===== src/verilog/sbsc_defines.vh =====
// Constants, register map and mode codes for the brake and stop control
// How it works
// - Alarm while moving stops motor, drops brake
// - Speed threshold 0..10000 mm/s, default 10
// - Wait time 10..100 x 10 ms, default 50
// - After power off, slow speed engages brake
// - After power off, wait timeout engages brake
// - Zero-speed alarm stop then stopped-brake timing
// - Servo-off stop: brake/hold, brake/coast, coast/coast
// - Group one uses servo-off selector, two separate
// - Main power loss without servo-off: dynamic brake
// - Brake output high releases; drops on alarm/off
// - Stopped: power off delayed 0..50 x 10 ms
// - Group two selector: zero-speed or group-one method
`ifndef SBSC_DEFINES_VH
`define SBSC_DEFINES_VH
// Register byte addresses
`define SBSC_ADDR_CTRL 8'h00
`define SBSC_ADDR_SPD 8'h04
`define SBSC_ADDR_WAIT 8'h08
`define SBSC_ADDR_DELAY 8'h0C
`define SBSC_ADDR_SEL 8'h10
`define SBSC_ADDR_STAT 8'h14
// Limits and reset values
`define SBSC_SPD_MAX 16'h2710
`define SBSC_SPD_RST 16'h000A
`define SBSC_WAIT_MIN 7'h0A
`define SBSC_WAIT_MAX 7'h64
`define SBSC_WAIT_RST 7'h32
`define SBSC_DELAY_MAX 6'h32
`define SBSC_DELAY_RST 6'h00
// Timing: last cycle of a 10 ms tick at 125 MHz (1250000 cycles)
`define SBSC_TICK_LAST 21'h1312CF
// Stop method codes
`define SBSC_SEL_BRAKE_HOLD 2'h0
`define SBSC_SEL_BRAKE_COAST 2'h1
`define SBSC_SEL_COAST 2'h2
`define SBSC_G2_ZERO 1'h0
// AXI responses
`define SBSC_RESP_OKAY 2'h0
`define SBSC_RESP_SLVERR 2'h2
`endif


===== src/verilog/sbsc_tick_timer.v =====
// Ten-millisecond tick counter and unit counter used for brake timing
`timescale 1ns/100ps
module sbsc_tick_timer (
  // Clock and reset
  input wire aclk,
  input wire aresetn,
  // Control
  input wire clear,
  input wire [6:0] limit,
  // Status
  output reg expired_q
);
`include "sbsc_defines.vh"
  // Cycle counter for one tick
  reg [20:0] cyc_q;
  // Tick units elapsed
  reg [6:0] units_q;
  wire tick = (cyc_q == `SBSC_TICK_LAST);
  // Count ticks from the clear, flag once limit is reached
  always @(posedge aclk) begin
    if (!aresetn || clear) begin
      cyc_q <= 21'h000000;
      units_q <= 7'h00;
      expired_q <= 1'b0;
    end else begin
      expired_q <= (units_q >= limit);
      if (tick) begin
        cyc_q <= 21'h000000;
        if (units_q != 7'h7F) begin
          units_q <= units_q + 7'h01;
        end
      end else begin
        cyc_q <= cyc_q + 21'h000001;
      end
    end
  end
endmodule


===== src/verilog/sbsc_brake_ctrl.v =====
// Holding brake release output and stop method selection with AXI4-Lite
`timescale 1ns/100ps
module sbsc_brake_ctrl (
  // Clock and reset
  input wire aclk,
  input wire aresetn,
  // AXI4-Lite write address
  input wire [7:0] s_axi_awaddr,
  input wire s_axi_awvalid,
  output wire s_axi_awready,
  // AXI4-Lite write data
  input wire [31:0] s_axi_wdata,
  input wire [3:0] s_axi_wstrb,
  input wire s_axi_wvalid,
  output wire s_axi_wready,
  // AXI4-Lite write response
  output reg [1:0] s_axi_bresp,
  output reg s_axi_bvalid,
  input wire s_axi_bready,
  // AXI4-Lite read address
  input wire [7:0] s_axi_araddr,
  input wire s_axi_arvalid,
  output wire s_axi_arready,
  // AXI4-Lite read data
  output reg [31:0] s_axi_rdata,
  output reg [1:0] s_axi_rresp,
  output reg s_axi_rvalid,
  input wire s_axi_rready,
  // Host commands and drive status
  input wire servo_enable_command,
  input wire servo_disable_command,
  input wire alarm_group_one,
  input wire alarm_group_two,
  input wire main_power_lost,
  input wire signed [15:0] motor_speed,
  input wire restart,
  // Drive outputs
  output reg brake_release_output,
  output reg motor_power_on,
  output reg dynamic_brake,
  output reg zero_speed_stop
);
`include "sbsc_defines.vh"
  // States
  localparam ST_OFF = 3'h0;
  localparam ST_RUN = 3'h1;
  localparam ST_ZERO = 3'h2;
  localparam ST_MOVE = 3'h3;
  localparam ST_DELAY = 3'h4;
  reg [2:0] state_q;
  // Settings
  reg [15:0] spd_q;
  reg [6:0] wait_q;
  reg [5:0] delay_q;
  reg [1:0] sel_pend_q;
  reg g2_pend_q;
  reg [1:0] sel_q;
  reg g2_q;
  // Sticky stop cause seen
  reg nocmd_loss_q;
  // Bus holding registers
  reg [7:0] aw_q;
  reg aw_v_q;
  reg [31:0] w_q;
  reg [3:0] ws_q;
  reg w_v_q;
  // Absolute speed and alarm status
  wire [15:0] abs_spd = motor_speed[15] ? (~motor_speed + 16'h0001) :
                        motor_speed;
  wire alarm = alarm_group_one | alarm_group_two;
  // Slow enough to brake now
  wire slow = abs_spd < spd_q;
  // Group two uses zero-speed unless selector says group-one method
  wire use_zero = alarm_group_two && !alarm_group_one &&
                  (g2_q == `SBSC_G2_ZERO);
  // Timer control
  wire tmr_clr = (state_q != ST_MOVE) && (state_q != ST_DELAY);
  wire [6:0] tmr_lim = (state_q == ST_DELAY) ? {1'b0, delay_q} : wait_q;
  wire tmr_exp;
  sbsc_tick_timer u_tmr (
    .aclk(aclk),
    .aresetn(aresetn),
    .clear(tmr_clr),
    .limit(tmr_lim),
    .expired_q(tmr_exp)
  );
  // Brake, power and stop state machine
  always @(posedge aclk) begin
    if (!aresetn) begin
      state_q <= ST_OFF;
    end else begin
      case (state_q)
        ST_OFF: begin
          if (servo_enable_command && !alarm && !main_power_lost) begin
            state_q <= ST_RUN;
          end
        end
        ST_RUN: begin
          if (main_power_lost) begin
            state_q <= slow ? ST_OFF : ST_MOVE;
          end else if (alarm && use_zero) begin
            state_q <= ST_ZERO;
          end else if (alarm || servo_disable_command) begin
            state_q <= slow ? ST_DELAY : ST_MOVE;
          end
        end
        ST_ZERO: begin
          if (slow) begin
            state_q <= ST_DELAY;
          end
        end
        ST_MOVE: begin
          if (slow || tmr_exp) begin
            state_q <= ST_OFF;
          end
        end
        ST_DELAY: begin
          if (tmr_exp || main_power_lost) begin
            state_q <= ST_OFF;
          end
        end
        default: begin
          state_q <= ST_OFF;
        end
      endcase
    end
  end
  // Outputs from state; brake released only while running
  always @(posedge aclk) begin
    if (!aresetn) begin
      brake_release_output <= 1'b0;
      motor_power_on <= 1'b0;
      dynamic_brake <= 1'b0;
      zero_speed_stop <= 1'b0;
    end else begin
      brake_release_output <= (state_q == ST_RUN) && !alarm &&
                              !servo_disable_command &&
                              !main_power_lost;
      motor_power_on <= (state_q == ST_RUN && !main_power_lost) ||
                        state_q == ST_ZERO || state_q == ST_DELAY;
      zero_speed_stop <= (state_q == ST_ZERO);
      if (nocmd_loss_q) begin
        dynamic_brake <= !motor_power_on;
      end else if (sel_q == `SBSC_SEL_COAST) begin
        dynamic_brake <= 1'b0;
      end else if (sel_q == `SBSC_SEL_BRAKE_COAST) begin
        dynamic_brake <= (state_q == ST_MOVE);
      end else begin
        dynamic_brake <= (state_q == ST_MOVE) || (state_q == ST_OFF);
      end
    end
  end
  // Main power loss without servo-off forces dynamic braking
  always @(posedge aclk) begin
    if (!aresetn) begin
      nocmd_loss_q <= 1'b0;
    end else if (state_q == ST_RUN && main_power_lost) begin
      nocmd_loss_q <= 1'b1;
    end else if (state_q == ST_OFF && servo_enable_command) begin
      nocmd_loss_q <= 1'b0;
    end
  end
  // AXI write path: hold address and data, respond when both are held
  assign s_axi_awready = !aw_v_q && !s_axi_bvalid;
  assign s_axi_wready = !w_v_q && !s_axi_bvalid;
  wire wr_go = aw_v_q && w_v_q;
  wire [31:0] wd = w_q;
  always @(posedge aclk) begin
    if (!aresetn) begin
      aw_q <= 8'h00;
      aw_v_q <= 1'b0;
      w_q <= 32'h00000000;
      ws_q <= 4'h0;
      w_v_q <= 1'b0;
      s_axi_bvalid <= 1'b0;
      s_axi_bresp <= `SBSC_RESP_OKAY;
      spd_q <= `SBSC_SPD_RST;
      wait_q <= `SBSC_WAIT_RST;
      delay_q <= `SBSC_DELAY_RST;
      sel_pend_q <= `SBSC_SEL_BRAKE_HOLD;
      g2_pend_q <= `SBSC_G2_ZERO;
      sel_q <= `SBSC_SEL_BRAKE_HOLD;
      g2_q <= `SBSC_G2_ZERO;
    end else begin
      if (s_axi_awvalid && s_axi_awready) begin
        aw_q <= s_axi_awaddr;
        aw_v_q <= 1'b1;
      end
      if (s_axi_wvalid && s_axi_wready) begin
        w_q <= s_axi_wdata;
        ws_q <= s_axi_wstrb;
        w_v_q <= 1'b1;
      end
      if (s_axi_bvalid && s_axi_bready) begin
        s_axi_bvalid <= 1'b0;
      end
      // Selectors take effect only at restart
      if (restart) begin
        sel_q <= sel_pend_q;
        g2_q <= g2_pend_q;
      end
      if (wr_go) begin
        aw_v_q <= 1'b0;
        w_v_q <= 1'b0;
        s_axi_bvalid <= 1'b1;
        s_axi_bresp <= `SBSC_RESP_OKAY;
        case (aw_q)
          `SBSC_ADDR_SPD: begin
            if (ws_q[1:0] == 2'h3 && wd[31:16] == 16'h0000 &&
                wd[15:0] <= `SBSC_SPD_MAX) begin
              spd_q <= wd[15:0];
            end else begin
              s_axi_bresp <= `SBSC_RESP_SLVERR;
            end
          end
          `SBSC_ADDR_WAIT: begin
            if (ws_q[0] && wd[31:7] == 25'h0000000 &&
                wd[6:0] >= `SBSC_WAIT_MIN && wd[6:0] <= `SBSC_WAIT_MAX) begin
              wait_q <= wd[6:0];
            end else begin
              s_axi_bresp <= `SBSC_RESP_SLVERR;
            end
          end
          `SBSC_ADDR_DELAY: begin
            if (ws_q[0] && wd[31:6] == 26'h0000000 &&
                wd[5:0] <= `SBSC_DELAY_MAX) begin
              delay_q <= wd[5:0];
            end else begin
              s_axi_bresp <= `SBSC_RESP_SLVERR;
            end
          end
          `SBSC_ADDR_SEL: begin
            if (ws_q[0] && wd[1:0] != 2'h3) begin
              sel_pend_q <= wd[1:0];
              g2_pend_q <= wd[4];
            end else begin
              s_axi_bresp <= `SBSC_RESP_SLVERR;
            end
          end
          default: begin
            s_axi_bresp <= `SBSC_RESP_SLVERR;
          end
        endcase
      end
    end
  end
  // AXI read path: one-cycle registered answer
  assign s_axi_arready = !s_axi_rvalid;
  always @(posedge aclk) begin
    if (!aresetn) begin
      s_axi_rvalid <= 1'b0;
      s_axi_rdata <= 32'h00000000;
      s_axi_rresp <= `SBSC_RESP_OKAY;
    end else if (s_axi_rvalid) begin
      if (s_axi_rready) begin
        s_axi_rvalid <= 1'b0;
      end
    end else if (s_axi_arvalid) begin
      s_axi_rvalid <= 1'b1;
      s_axi_rresp <= `SBSC_RESP_OKAY;
      case (s_axi_araddr)
        `SBSC_ADDR_CTRL: s_axi_rdata <= {27'h0000000, g2_q, 2'h0, sel_q};
        `SBSC_ADDR_SPD: s_axi_rdata <= {16'h0000, spd_q};
        `SBSC_ADDR_WAIT: s_axi_rdata <= {25'h0000000, wait_q};
        `SBSC_ADDR_DELAY: s_axi_rdata <= {26'h0000000, delay_q};
        `SBSC_ADDR_SEL: s_axi_rdata <= {27'h0000000, g2_pend_q, 2'h0,
                                        sel_pend_q};
        `SBSC_ADDR_STAT: s_axi_rdata <= {24'h000000, nocmd_loss_q,
                                         zero_speed_stop, dynamic_brake,
                                         motor_power_on,
                                         brake_release_output, state_q};
        default: begin
          s_axi_rdata <= 32'h00000000;
          s_axi_rresp <= `SBSC_RESP_SLVERR;
        end
      endcase
    end
  end
endmodule


===== config.mk =====
export PLATFORM = sky130hd
export DESIGN_NAME = sbsc_brake_ctrl
export DESIGN_NICKNAME = d
export VERILOG_FILES = /design/src/verilog/sbsc_tick_timer.v /design/src/verilog/sbsc_brake_ctrl.v
export VERILOG_INCLUDE_DIRS = /design/src /design/src/verilog
export SDC_FILE = /design/constraint.sdc
export NUM_CORES = 1
export LEC_CHECK = 0
export BUFFER_PORTS_ARGS = -buffer_cell sky130_fd_sc_hd__buf_4
export CAP_MARGIN = 10
export CORE_ASPECT_RATIO = 1.5
export CORE_MARGIN = 2
export CORE_UTILIZATION = 56
export CTS_CLUSTER_SIZE = 10
export DETAILED_ROUTE_END_ITERATION = 10
export PLACE_DENSITY = 0.79
export RECOVER_POWER = 50
export SKIP_LAST_GASP = 1
export SLEW_MARGIN = 20
export SYNTH_ARGS = -nofsm -noshare
export SYNTH_HDL_FRONTEND = slang
export SYNTH_SLANG_ARGS = --single-unit
export TNS_END_PERCENT = 30

===== constraint.sdc =====
create_clock -name aclk -period 4 [get_ports aclk]
set_input_delay 0.8 -clock aclk [delete_from_list [all_inputs] [get_ports aclk]]
set_output_delay 0.8 -clock aclk [all_outputs]
set_load 0.02 [all_outputs]

-- Yosys cells after proc, flatten, opt, wreduce, memory -nomap -nowiden
Index checks and enable logic that the tools add are counted.
W data, S select, Z words.
- register bits after elaboration: 154
- latch bits: 0
- RAM bits: 0
- memory bits (read-only): 0
- input bits: 81
- output and inout bits: 45
- memories kept: 0
- $add $sub $neg: 3
- multiply operators: 0
- divide/modulo/power cells: 0
- $lt $le $gt $ge: 6
- equal/unequal tests: 26
- shifts and indexed selects: 0
- mux-type cells: 29
- bitwise operators: 5
- reduce and logical (&&, ||, !) cells: 60
- operators with widths (kind ; number):
    $pmux W16 S6 ; 1
    $eq A8 B4 Y1 const B ; 4
    $logic_and A1 B1 Y1 ; 26
    $logic_not A26 Y1 ; 1
    $logic_not A25 Y1 ; 1
    $eq A8 B5 Y1 const B ; 3
    $mux W3 ; 8
    $add A21 B1 Y21 const B ; 1
    $eq A21 B21 Y1 const B ; 1
    $add A16 B1 Y16 const B ; 1
    $eq A8 B3 Y1 const B ; 2
    $le A16 B14 Y1 const B ; 1
    $logic_not A16 Y1 ; 1
    $lt A16 B16 Y1 ; 1
    $mux W16 ; 1
    $not A16 Y16 ; 1
    $pmux W3 S5 ; 1
    $mux W2 ; 6
    $reduce_and A3 Y1 ; 4
    $logic_not A1 Y1 ; 10
    $mux W1 ; 10
    $logic_not A8 Y1 ; 1
    $ne A2 B2 Y1 const B ; 4
    $pmux W2 S4 ; 1
    other kinds (25) ; 38

-- Longest topological paths before layout
Gate-level depths: netlist of the first run.
- word-level depth: 9
- mapped depth: 13
- mapped depth without buffers: 13

-- Hierarchy
Synthesis of the first run repeated with hierarchy kept, for this count alone.
- cells, all modules: 851
- area total of the unflattened synthesis: 7160.6 um^2
- by module, submodules not included (module ; times used ; cells an instance ; area each (um^2)):
    sbsc_brake_ctrl ; 1 ; 681 ; 5650.4
    sbsc_tick_timer ; 1 ; 170 ; 1510.2

-- Worst setup path after synthesis of the first run
Ideal clock, no wire load.
- path type: input port to flip-flop
- start point: input motor_speed[3]
- end point: register state_q[1]
- setup time: 0.115 ns
- arrival time: 3.080 ns
- setup slack: 0.805 ns
- cell stages on the path: 12
- path buffers: 0
- cell sequence: nor2_1 nand4b_1 or3_1 nand2b_1 o31ai_1 xnor2_1 ha_1 a21o_1 a21o_1 a211oi_1 a21boi_0 o21a_1
- longest elaborated chain between the ends: 9
- elaborated cells between the ends (all ways): 14
- classes of those cells: add/sub: 1; order compare: 1; eq/ne: 2; mux: 7; bitwise: 1; reduce/logical: 2
- RTL lines (element ; line ; source):
    start, declared ; sbsc_brake_ctrl.v:35 ; input wire signed [15:0] motor_speed,
    $not A16 Y16 ; sbsc_brake_ctrl.v:68 ; wire [15:0] abs_spd = motor_speed[15] ? (~motor_speed + 16'h0001) :
    $add A16 B1 Y16 ; sbsc_brake_ctrl.v:68 ;
    $mux W16 (*) ; sbsc_brake_ctrl.v:68 ;
    $lt A16 B16 Y1 (*) ; sbsc_brake_ctrl.v:72 ; wire slow = abs_spd < spd_q;
    $mux W3 ; sbsc_brake_ctrl.v:104 ; state_q <= slow ? ST_DELAY : ST_MOVE;
    $mux W3 ; sbsc_brake_ctrl.v:103 ; end else if (alarm || servo_disable_command) begin
    $mux W3 ; sbsc_brake_ctrl.v:101 ; end else if (alarm && use_zero) begin
    $mux W3 ; sbsc_brake_ctrl.v:99 ; if (main_power_lost) begin
    $pmux W3 S5 ; sbsc_brake_ctrl.v:92 ; case (state_q)
    end signal, assigned ; sbsc_brake_ctrl.v:100 ; state_q <= slow ? ST_OFF : ST_MOVE;
    end signal, assigned ; sbsc_brake_ctrl.v:104 ;
    end, declared ; sbsc_brake_ctrl.v:50 ; reg [2:0] state_q;
Mark *: on every way between the ends. The rest lies on a longest branch, timed or not. The select of a mux whose other input is x is not followed.
A chain may end at the register's enable or synchronous reset.

-- Worst setup path in the final report of the first run
- start point: input motor_speed[3]
- end point: register state_q[2]
Same word-level chain as after synthesis.

==> Implementation_results.wiki, run 1 <==
{| class="wikitable"
! Metric !! Value
|-
| Status || finished with violations
|-
| Violations in the final reports || capacitance limit, slew limit
|-
| Global-route total usage across every layer || 0.239
|-
| Worst-skew pair later-pin latency || 0.41 ns
|-
| Post-CTS resize count || 0
|-
| Buffer levels on the longest clock path || 2
|-
| Actual slew at the worst max-slew pin || 1.62 ns
|-
| Chip Height || 139 um
|-
| Final period util || 0.792
|-
| Number of antenna violations at the first check in global routing || 0
|-
| Detail Route Antenna Nets || 0
|-
| Top flip-flop cell by instance count after synthesis || sky130_fd_sc_hd__dfxtp_1
|-
| VDD IR max || 0.309 mV
|-
| Clock tree from TritonCTS || done
|-
| Effective utilization at floorplan || 0.571
|-
| Worst path required time || 4.30 ns
|-
| Number of flops mapped to enable cells by yosys || 0
|-
| Most common cell in the synthesized netlist || sky130_fd_sc_hd__dfxtp_1
|-
| Largest family of logic cells by synthesized area || simple AND/OR/NAND/NOR gates
|-
| Via count of the first global-routing pass || 5721
|-
| Vias/cell || 5.47
|-
| Critical Path Max Stage Delay || 0.38 ns
|-
| Leakage power summed over all cells || 3.35 nW
|-
| Number of sinks on the clock net || 136
|-
| Sequential element share of the synthesized area || 0.401
|-
| Final setup TNS || 0 ns
|-
| Routed length per instance || 14.3 um
|-
| Routed vias || 5829
|-
| Class of the tightest hold or removal check || flop to flop
|-
| Die Footprint || 13000 um2
|-
| Areal power density over the cells || 424 nW/um2
|-
| Pin count of the biggest net entering global routing || 47
|-
| Cell types with the highest counts after synthesis || sky130_fd_sc_hd__dfxtp_1 (136), sky130_fd_sc_hd__nand2_1 (133), sky130_fd_sc_hd__nor2_1 (105)
|-
| Average footprint of a synthesized cell || 8.38 um2
|-
| Register bit total from synthesis || 136
|-
| HPWL after detailed placement || 10900 um
|-
| Synth Area in XOR/XNOR || 0.0477
|-
| Ports placed on the boundary || 126
|-
| Buffer type at the clock tree root || sky130_fd_sc_hd__clkbuf_16
|-
| Worst setup startpoint || motor_speed[3]
|-
| Htree depth || 4
|-
| Number of standard cells after synthesis || 810
|-
| Final Net Count || 1005
|-
| Crit path launch type || input pin
|-
| Fin Clk Skew || 0.00679 ns
|-
| Number of pins exceeding their max-slew limit in the final report || 36
|-
| Cell count after placement || 1033
|-
| Drt drc || 0
|-
| First-pass GRT wire length || 25400 um
|-
| Detailed Route WL || 15200 um
|-
| Layout Area Growth over Synthesis || 18.6%
|-
| Worst-case setup margin in the final layout || 0.833 ns
|-
| WHS || 0.453 ns
|-
| Num CTS Buffers || 17
|-
| Number of placement rows || 49
|-
| Number of DRC markers after the initial detailed-route iteration || 296
|-
| Mux cell area share after synthesis || 0.0771
|-
| Setup WS pre-CTS || 0.439 ns
|-
| Data arrival time at the worst-slack endpoint || 3.47 ns
|-
| Largest area contributor in the netlist || sky130_fd_sc_hd__dfxtp_1
|-
| Total of warnings raised by yosys || 0
|-
| Reg-to-Reg Start || state_q[1]$_SDFFE_PN0P_
|-
| Simple logic cell fraction of the synthesized area || 0.239
|-
| Maximum achievable frequency || 316 MHz
|-
| Number of buffers inserted for hold repair after clock tree synthesis || 0
|-
| Fraction of the mapped netlist area in compound gates || 0.126
|-
| Most area-consuming cells after synthesis || sky130_fd_sc_hd__dfxtp_1 (40%), sky130_fd_sc_hd__nand2_1 (7.4%), sky130_fd_sc_hd__mux2i_1 (6.0%)
|-
| Core Box Area || 11900 um2
|-
| Startpoint of the most critical hold path || w_q[27]$_SDFFE_PN0P_
|-
| Final core area utilization || 0.677
|-
| Filler-free cell count of the finished design || 1065
|-
| Fraction of the mapped netlist area in adder cells || 0.0461
|-
| Number of max-capacitance violations reported || 2
|-
| Final setup violating endpoints || 0
|-
| CP Max Fanout || 3
|-
| Final critical-path required period || 3.17 ns
|-
| Setup Buffers After CTS || 0
|-
| Post-Syn Area || 6790 um2
|-
| Critical-path top delay cell || sky130_fd_sc_hd__or3_1
|-
| Leftover overflow at the end of global routing || 0
|-
| Clock-pin slew reported for the worst setup and hold paths after clock tree synthesis || 0.06 ns
|-
| Total iterations of the first detailed-routing run || 5
|-
| Setup repair after global routing missed its margin || false
|-
| Antenna Cells || 0
|-
| Start-to-end type of the worst setup path || input pin to flop
|-
| Fraction of layout cells with a size suffix above 1 || 0.141
|-
| Distinct cells, synth || 60
|-
| Hold violation count in the final report || 0
|-
| Critical Path End Type || flop
|-
| Routability Congestion || 0.897
|-
| Proportion of netlist area held by the largest area contributor || 0.401
|-
| Proportion of register bits with asynchronous set or reset after synthesis || 0
|-
| Die X || 93.9 um
|-
| Number of port buffers || 105
|-
| Relative slew slack || -0.0782
|-
| Critical path, cell by cell || buf_4 -> nor2_1 -> nand4b_1 -> or3_1 -> nand2b_1 -> o31ai_1 -> xnor2_1 -> ha_1 -> a21o_1 -> a21o_1 -> a211oi_1 -> buf_4 -> nand2_1 -> a311oi_1
|}
==> per-layer routing <==
metal	wire length [um]	up-vias	track usage
met5	0	-	0
met4	448	0	0.105
met3	785	29	0.0505
met2	7760	159	0.425
met1	6210	2700	0.271
li1	-	2941	-
==> cells in the final DEF, fill, tap and decap left out, drive strengths merged, types with 5 or more instances in the layout <==
master / instances
a21oi: 62
a22oi: 16
buf: 80
and3: 10
nand2: 133
conb: 18
a211oi: 5
mux2i: 41
xnor2: 21
inv: 28
or3: 5
xor2: 16
nor2: 105
mux2: 6
nor4: 10
nand3: 13
and2: 6
nor3: 16
a22o: 8
ha: 25
nor4b: 6
nand4: 11
dfxtp: 136
o21ai: 23
nand2b: 10
clkbuf: 47
==> final timing paths <==
check / end / slack [ns] / cells after the start
setup / recovery: state_q[2]$_SDFFE_PN0P_ / 0.83 / 14
hold / removal: w_q[27]$_SDFFE_PN0P_ / 0.45 / 2
setup reg to reg: u_tmr.expired_q$_SDFF_PP0_ / 1.33 / 10
hold reg to reg: w_q[27]$_SDFFE_PN0P_ / 0.45 / 2
==> kinds of logic (layout without fill, tap and decap cells) <==
logic type	after synthesis	count (layout)
xor+xnor	37	37
fa+ha+maj	25	25
mux	49	49
buf+inv	81	166
other cells	1	18
simple gates	344	344
compound gates	137	137
flops	136	136
==> registers in the layout (all words and copies together) (netlist names), 2 cells and up <==
| name | count |
|---|---|
| aw_q | 8 |
| delay_q | 6 |
| s_axi_rdata | 16 |
| sel_pend_q | 2 |
| sel_q | 2 |
| spd_q | 16 |
| state_q | 3 |
| u_tmr.cyc_q | 21 |
| u_tmr.units_q | 7 |
| w_q | 32 |
| wait_q | 7 |
| ws_q | 2 |
==> cell type report <==
class,instances,area [um2]
fillers,1032,3840
multi-input cells,610,3700
flip-flops and latches,136,2720
repair buffers,109,709
clock buffers,18,439
clock inverters,14,196
well taps,153,191
inverters,25,93.8
==> report_power, final <==
part / leakage, nW / internal [W] / switching, W
Combinational: 1.95 / 0.000142 / 0.000193
Clock: 0.303 / 0.00106 / 0.000587
Sequential: 1.10 / 0.00139 / 0.0000372
Total: 3.35 / 0.00260 / 0.000817
==> critical path: cells and delay by family <==
family,cells,cell delay (ns)
AO/OA/AOI/OAI,5,1.06
XOR/XNOR,1,0.16
adder cells (fa/ha/maj),1,0.26
buffers and inverters,2,0.29
AND/OR/NAND/NOR,5,0.92
==> stage by stage <==
stage	instance area (um2)	total power (W)
final	8050	0.00342
after global routing	8050	0.00354
after CTS	8170	0.00344
after detailed placement	7540	0.00180
after global placement	7540	0.00179
after floorplan	6850	0.00168
Power figures use the tool's default switching activity.
==> inputs of run 2 (changes only) <==
--- a/config.mk
+++ b/config.mk
@@ -10,10 +10,10 @@
 export CAP_MARGIN = 10
 export CORE_ASPECT_RATIO = 1.5
 export CORE_MARGIN = 2
-export CORE_UTILIZATION = 56
+export CORE_UTILIZATION = 51
 export CTS_CLUSTER_SIZE = 10
 export DETAILED_ROUTE_END_ITERATION = 10
-export PLACE_DENSITY = 0.79
+export PLACE_DENSITY = 0.76
 export RECOVER_POWER = 50
 export SKIP_LAST_GASP = 1
 export SLEW_MARGIN = 20
==> constraint.sdc (replaced) <==
create_clock -name aclk -period 2.75 [get_ports aclk]
set_input_delay 0.55 -clock aclk [delete_from_list [all_inputs] [get_ports aclk]]
set_output_delay 0.55 -clock aclk [all_outputs]
set_load 0.02 [all_outputs]
==> run 2 against run 1 <==
The flow now finishes without violations. Via count up 1.9%. Core utilization down 4.1 points. Power up 41%. Worst hold slack worse by 0.12 ns. Global-route usage down 1.7 points. Cell area up 2.9%. Critical path depth down 1. Count of clock-buffer cells in the layout up 5. Highest routed layer unchanged.
==> Implementation_results.wiki, run 2 (same netlist as run 1, synthesis figures left out) <==
{| class="wikitable"
! Metric !! Value
|-
| Buffer levels on the longest clock path || 2
|-
| Fraction of layout cells with a size suffix above 1 || 0.182
|-
| Number of buffers inserted for hold repair after clock tree synthesis || 0
|-
| Data arrival time at the worst-slack endpoint || 3.05 ns
|-
| Drt drc || 0
|-
| Number of port buffers || 105
|-
| Critical path, cell by cell || buf_4 -> nor2_4 -> nand4b_1 -> or3_4 -> nand2b_4 -> o31ai_4 -> xnor2_1 -> ha_1 -> a21o_1 -> a21o_1 -> a211oi_2 -> nand2_1 -> a311oi_1
|-
| Total iterations of the first detailed-routing run || 4
|-
| Ports placed on the boundary || 126
|-
| Pin count of the biggest net entering global routing || 92
|-
| Effective utilization at floorplan || 0.521
|-
| Setup repair after global routing missed its margin || true
|-
| Actual slew at the worst max-slew pin || 1.42 ns
|-
| Number of sinks on the clock net || 136
|-
| Number of filler instances in the final layout || 1122
|-
| Maximum achievable frequency || 368 MHz
|-
| Final critical-path required period || 2.72 ns
|-
| HPWL after detailed placement || 11500 um
|-
| Class of the tightest hold or removal check || input pin to flop
|-
| Final core area utilization || 0.636
|-
| Die Footprint || 14300 um2
|-
| Clock-pin slew reported for the worst setup and hold paths after clock tree synthesis || 0.06 ns
|-
| Global-route total usage across every layer || 0.223
|-
| Critical-path top delay cell || sky130_fd_sc_hd__or3_4
|-
| Setup WS pre-CTS || -0.405 ns
|-
| Area of combinational cells with multiple inputs || 3780 um2
|-
| Relative slew slack || 0.0523
|-
| Leading registers by flop count || w_q: 32 flops, u_tmr.cyc_q: 21 flops
|-
| Status || finished, final reports clean
|-
| Number of max-capacitance violations reported || 0
|-
| Core Box Area || 13000 um2
|-
| Number of placement rows || 51
|-
| Final period util || 0.989
|-
| Worst path required time || 3.08 ns
|-
| Routed vias || 5937
|-
| Number of antenna violations at the first check in global routing || 0
|-
| Routed length per instance || 14.5 um
|-
| CP most frequent cell || sky130_fd_sc_hd__a21o_1
|-
| Areal power density over the cells || 583 nW/um2
|-
| CP Max Fanout || 3
|-
| Sequential cell area || 2720 um2
|-
| Num CTS Buffers || 17
|-
| Buffer type at the clock tree root || sky130_fd_sc_hd__clkbuf_16
|-
| VDD IR max || 0.407 mV
|-
| Leakage power summed over all cells || 3.48 nW
|-
| Vias/cell || 5.43
|-
| Antenna Cells || 0
|-
| Flip-flop count of the largest register, all copies and words added || 32
|-
| Most frequent standard cell in the layout excluding fill and tap cells || sky130_fd_sc_hd__dfxtp_1
|-
| Htree depth || 4
|-
| Number of pins exceeding their max-slew limit in the final report || 0
|-
| Crit path launch type || input pin
|-
| Routability Congestion || 0.929
|-
| Leftover overflow at the end of global routing || 0
|-
| First-pass GRT wire length || 26400 um
|-
| Detailed Route WL || 15900 um
|-
| Clock tree from TritonCTS || done
|-
| Number of DRC markers after the initial detailed-route iteration || 228
|-
| Critical Path Max Stage Delay || 0.37 ns
|-
| Detail Route Antenna Nets || 0
|-
| Via count of the first global-routing pass || 5725
|-
| Chip Height || 145 um
|-
| Largest reg by FF count || w_q
|-
| Start-to-end type of the worst setup path || input pin to flop
|-
| Leading cell types in the layout, fill and taps excluded || sky130_fd_sc_hd__dfxtp_1 (136), sky130_fd_sc_hd__nand2_1 (132), sky130_fd_sc_hd__nor2_1 (104)
|-
| Final setup violating endpoints || 0
|-
| Final Net Count || 1027
|-
| Fin Clk Skew || 0.00747 ns
|-
| Layout Area Growth over Synthesis || 22.0%
|-
| Hold violation count in the final report || 0
|-
| Worst-case setup margin in the final layout || 0.0303 ns
|-
| Die X || 98.2 um
|-
| Worst-skew pair later-pin latency || 0.41 ns
|-
| Critical Path End Type || flop
|}
## run 2: metrics by stage
step	hold slack (ns)	cell area (um2)	std cells	TNS, ns	total power (W)
after detailed placement	0.448	7780	1060	-1.15	0.00265
after CTS	0.317	8370	1092	0	0.00486
after floorplan	0.426	6920	827	-0.0561	0.00245
after global placement	0.441	7780	1060	-0.895	0.00264
after global routing	0.334	8280	1093	-0.0310	0.00503
final	0.329	8280	1093	0	0.00483
## run 2: area by class of cell
type                            count  share of cell area
Multi-Input combinational cell    610               0.456
Sequential cell                   136               0.329
Timing Repair Buffer              131               0.108
Clock buffer                       23              0.0613
Tap cell                          159              0.0240
Inverter                           25              0.0113
Clock inverter                      9              0.0107
## run 2: what timing repair did
item / 4_1_cts / 5_1_grt
buffers inserted: 0 / 1
gates resized for setup: 0 / 5
setup endpoints to repair: 0 / 3
endpoints found under the hold margin: 0 / 0
## run 2: final timing paths
check | from | endpoint | slack, ns | cells after the start
worst max register to register | w_q[14]$_SDFFE_PN0P_ | wait_q[3]$_SDFFE_PN0P_ | 0.60 | 6
worst min register to register | s_axi_rdata[7]$_SDFFE_PN0P_ | s_axi_rdata[7]$_SDFFE_PN0P_ | 0.45 | 2
worst max-delay path | motor_speed[3] | state_q[2]$_SDFFE_PN0P_ | 0.03 | 13
worst min-delay path | s_axi_rready | s_axi_rvalid$_SDFF_PN0_ | 0.33 | 2
## run 2: worst max-delay path: cells and delay by family
kind                     cells  cell delay (ns)
AO/OA/AOI/OAI                5             1.05
XOR/XNOR                     1             0.15
adder cells (fa/ha/maj)      1             0.26
buffers and inverters        1             0.12
AND/OR/NAND/NOR              5             0.91
## run 2: report_power, final
part / total, W / internal (W) / switching (W)
Sequential: 0.00208 / 0.00202 / 0.0000526
Combinational: 0.000525 / 0.000230 / 0.000295
Clock: 0.00223 / 0.00139 / 0.000838
Total: 0.00483 / 0.00365 / 0.00119
## run 2: per-layer routing
metal | vias to the layer above | part of all wire | global-route usage | wire length, um
met1 | 2772 | 0.41 | 0.251 | 6480
met4 | 0 | 0.027 | 0.0993 | 432
met3 | 30 | 0.042 | 0.0482 | 666
met5 | - | 0 | 0 | 0
met2 | 152 | 0.52 | 0.398 | 8310
li1 | 2983 | - | - | -
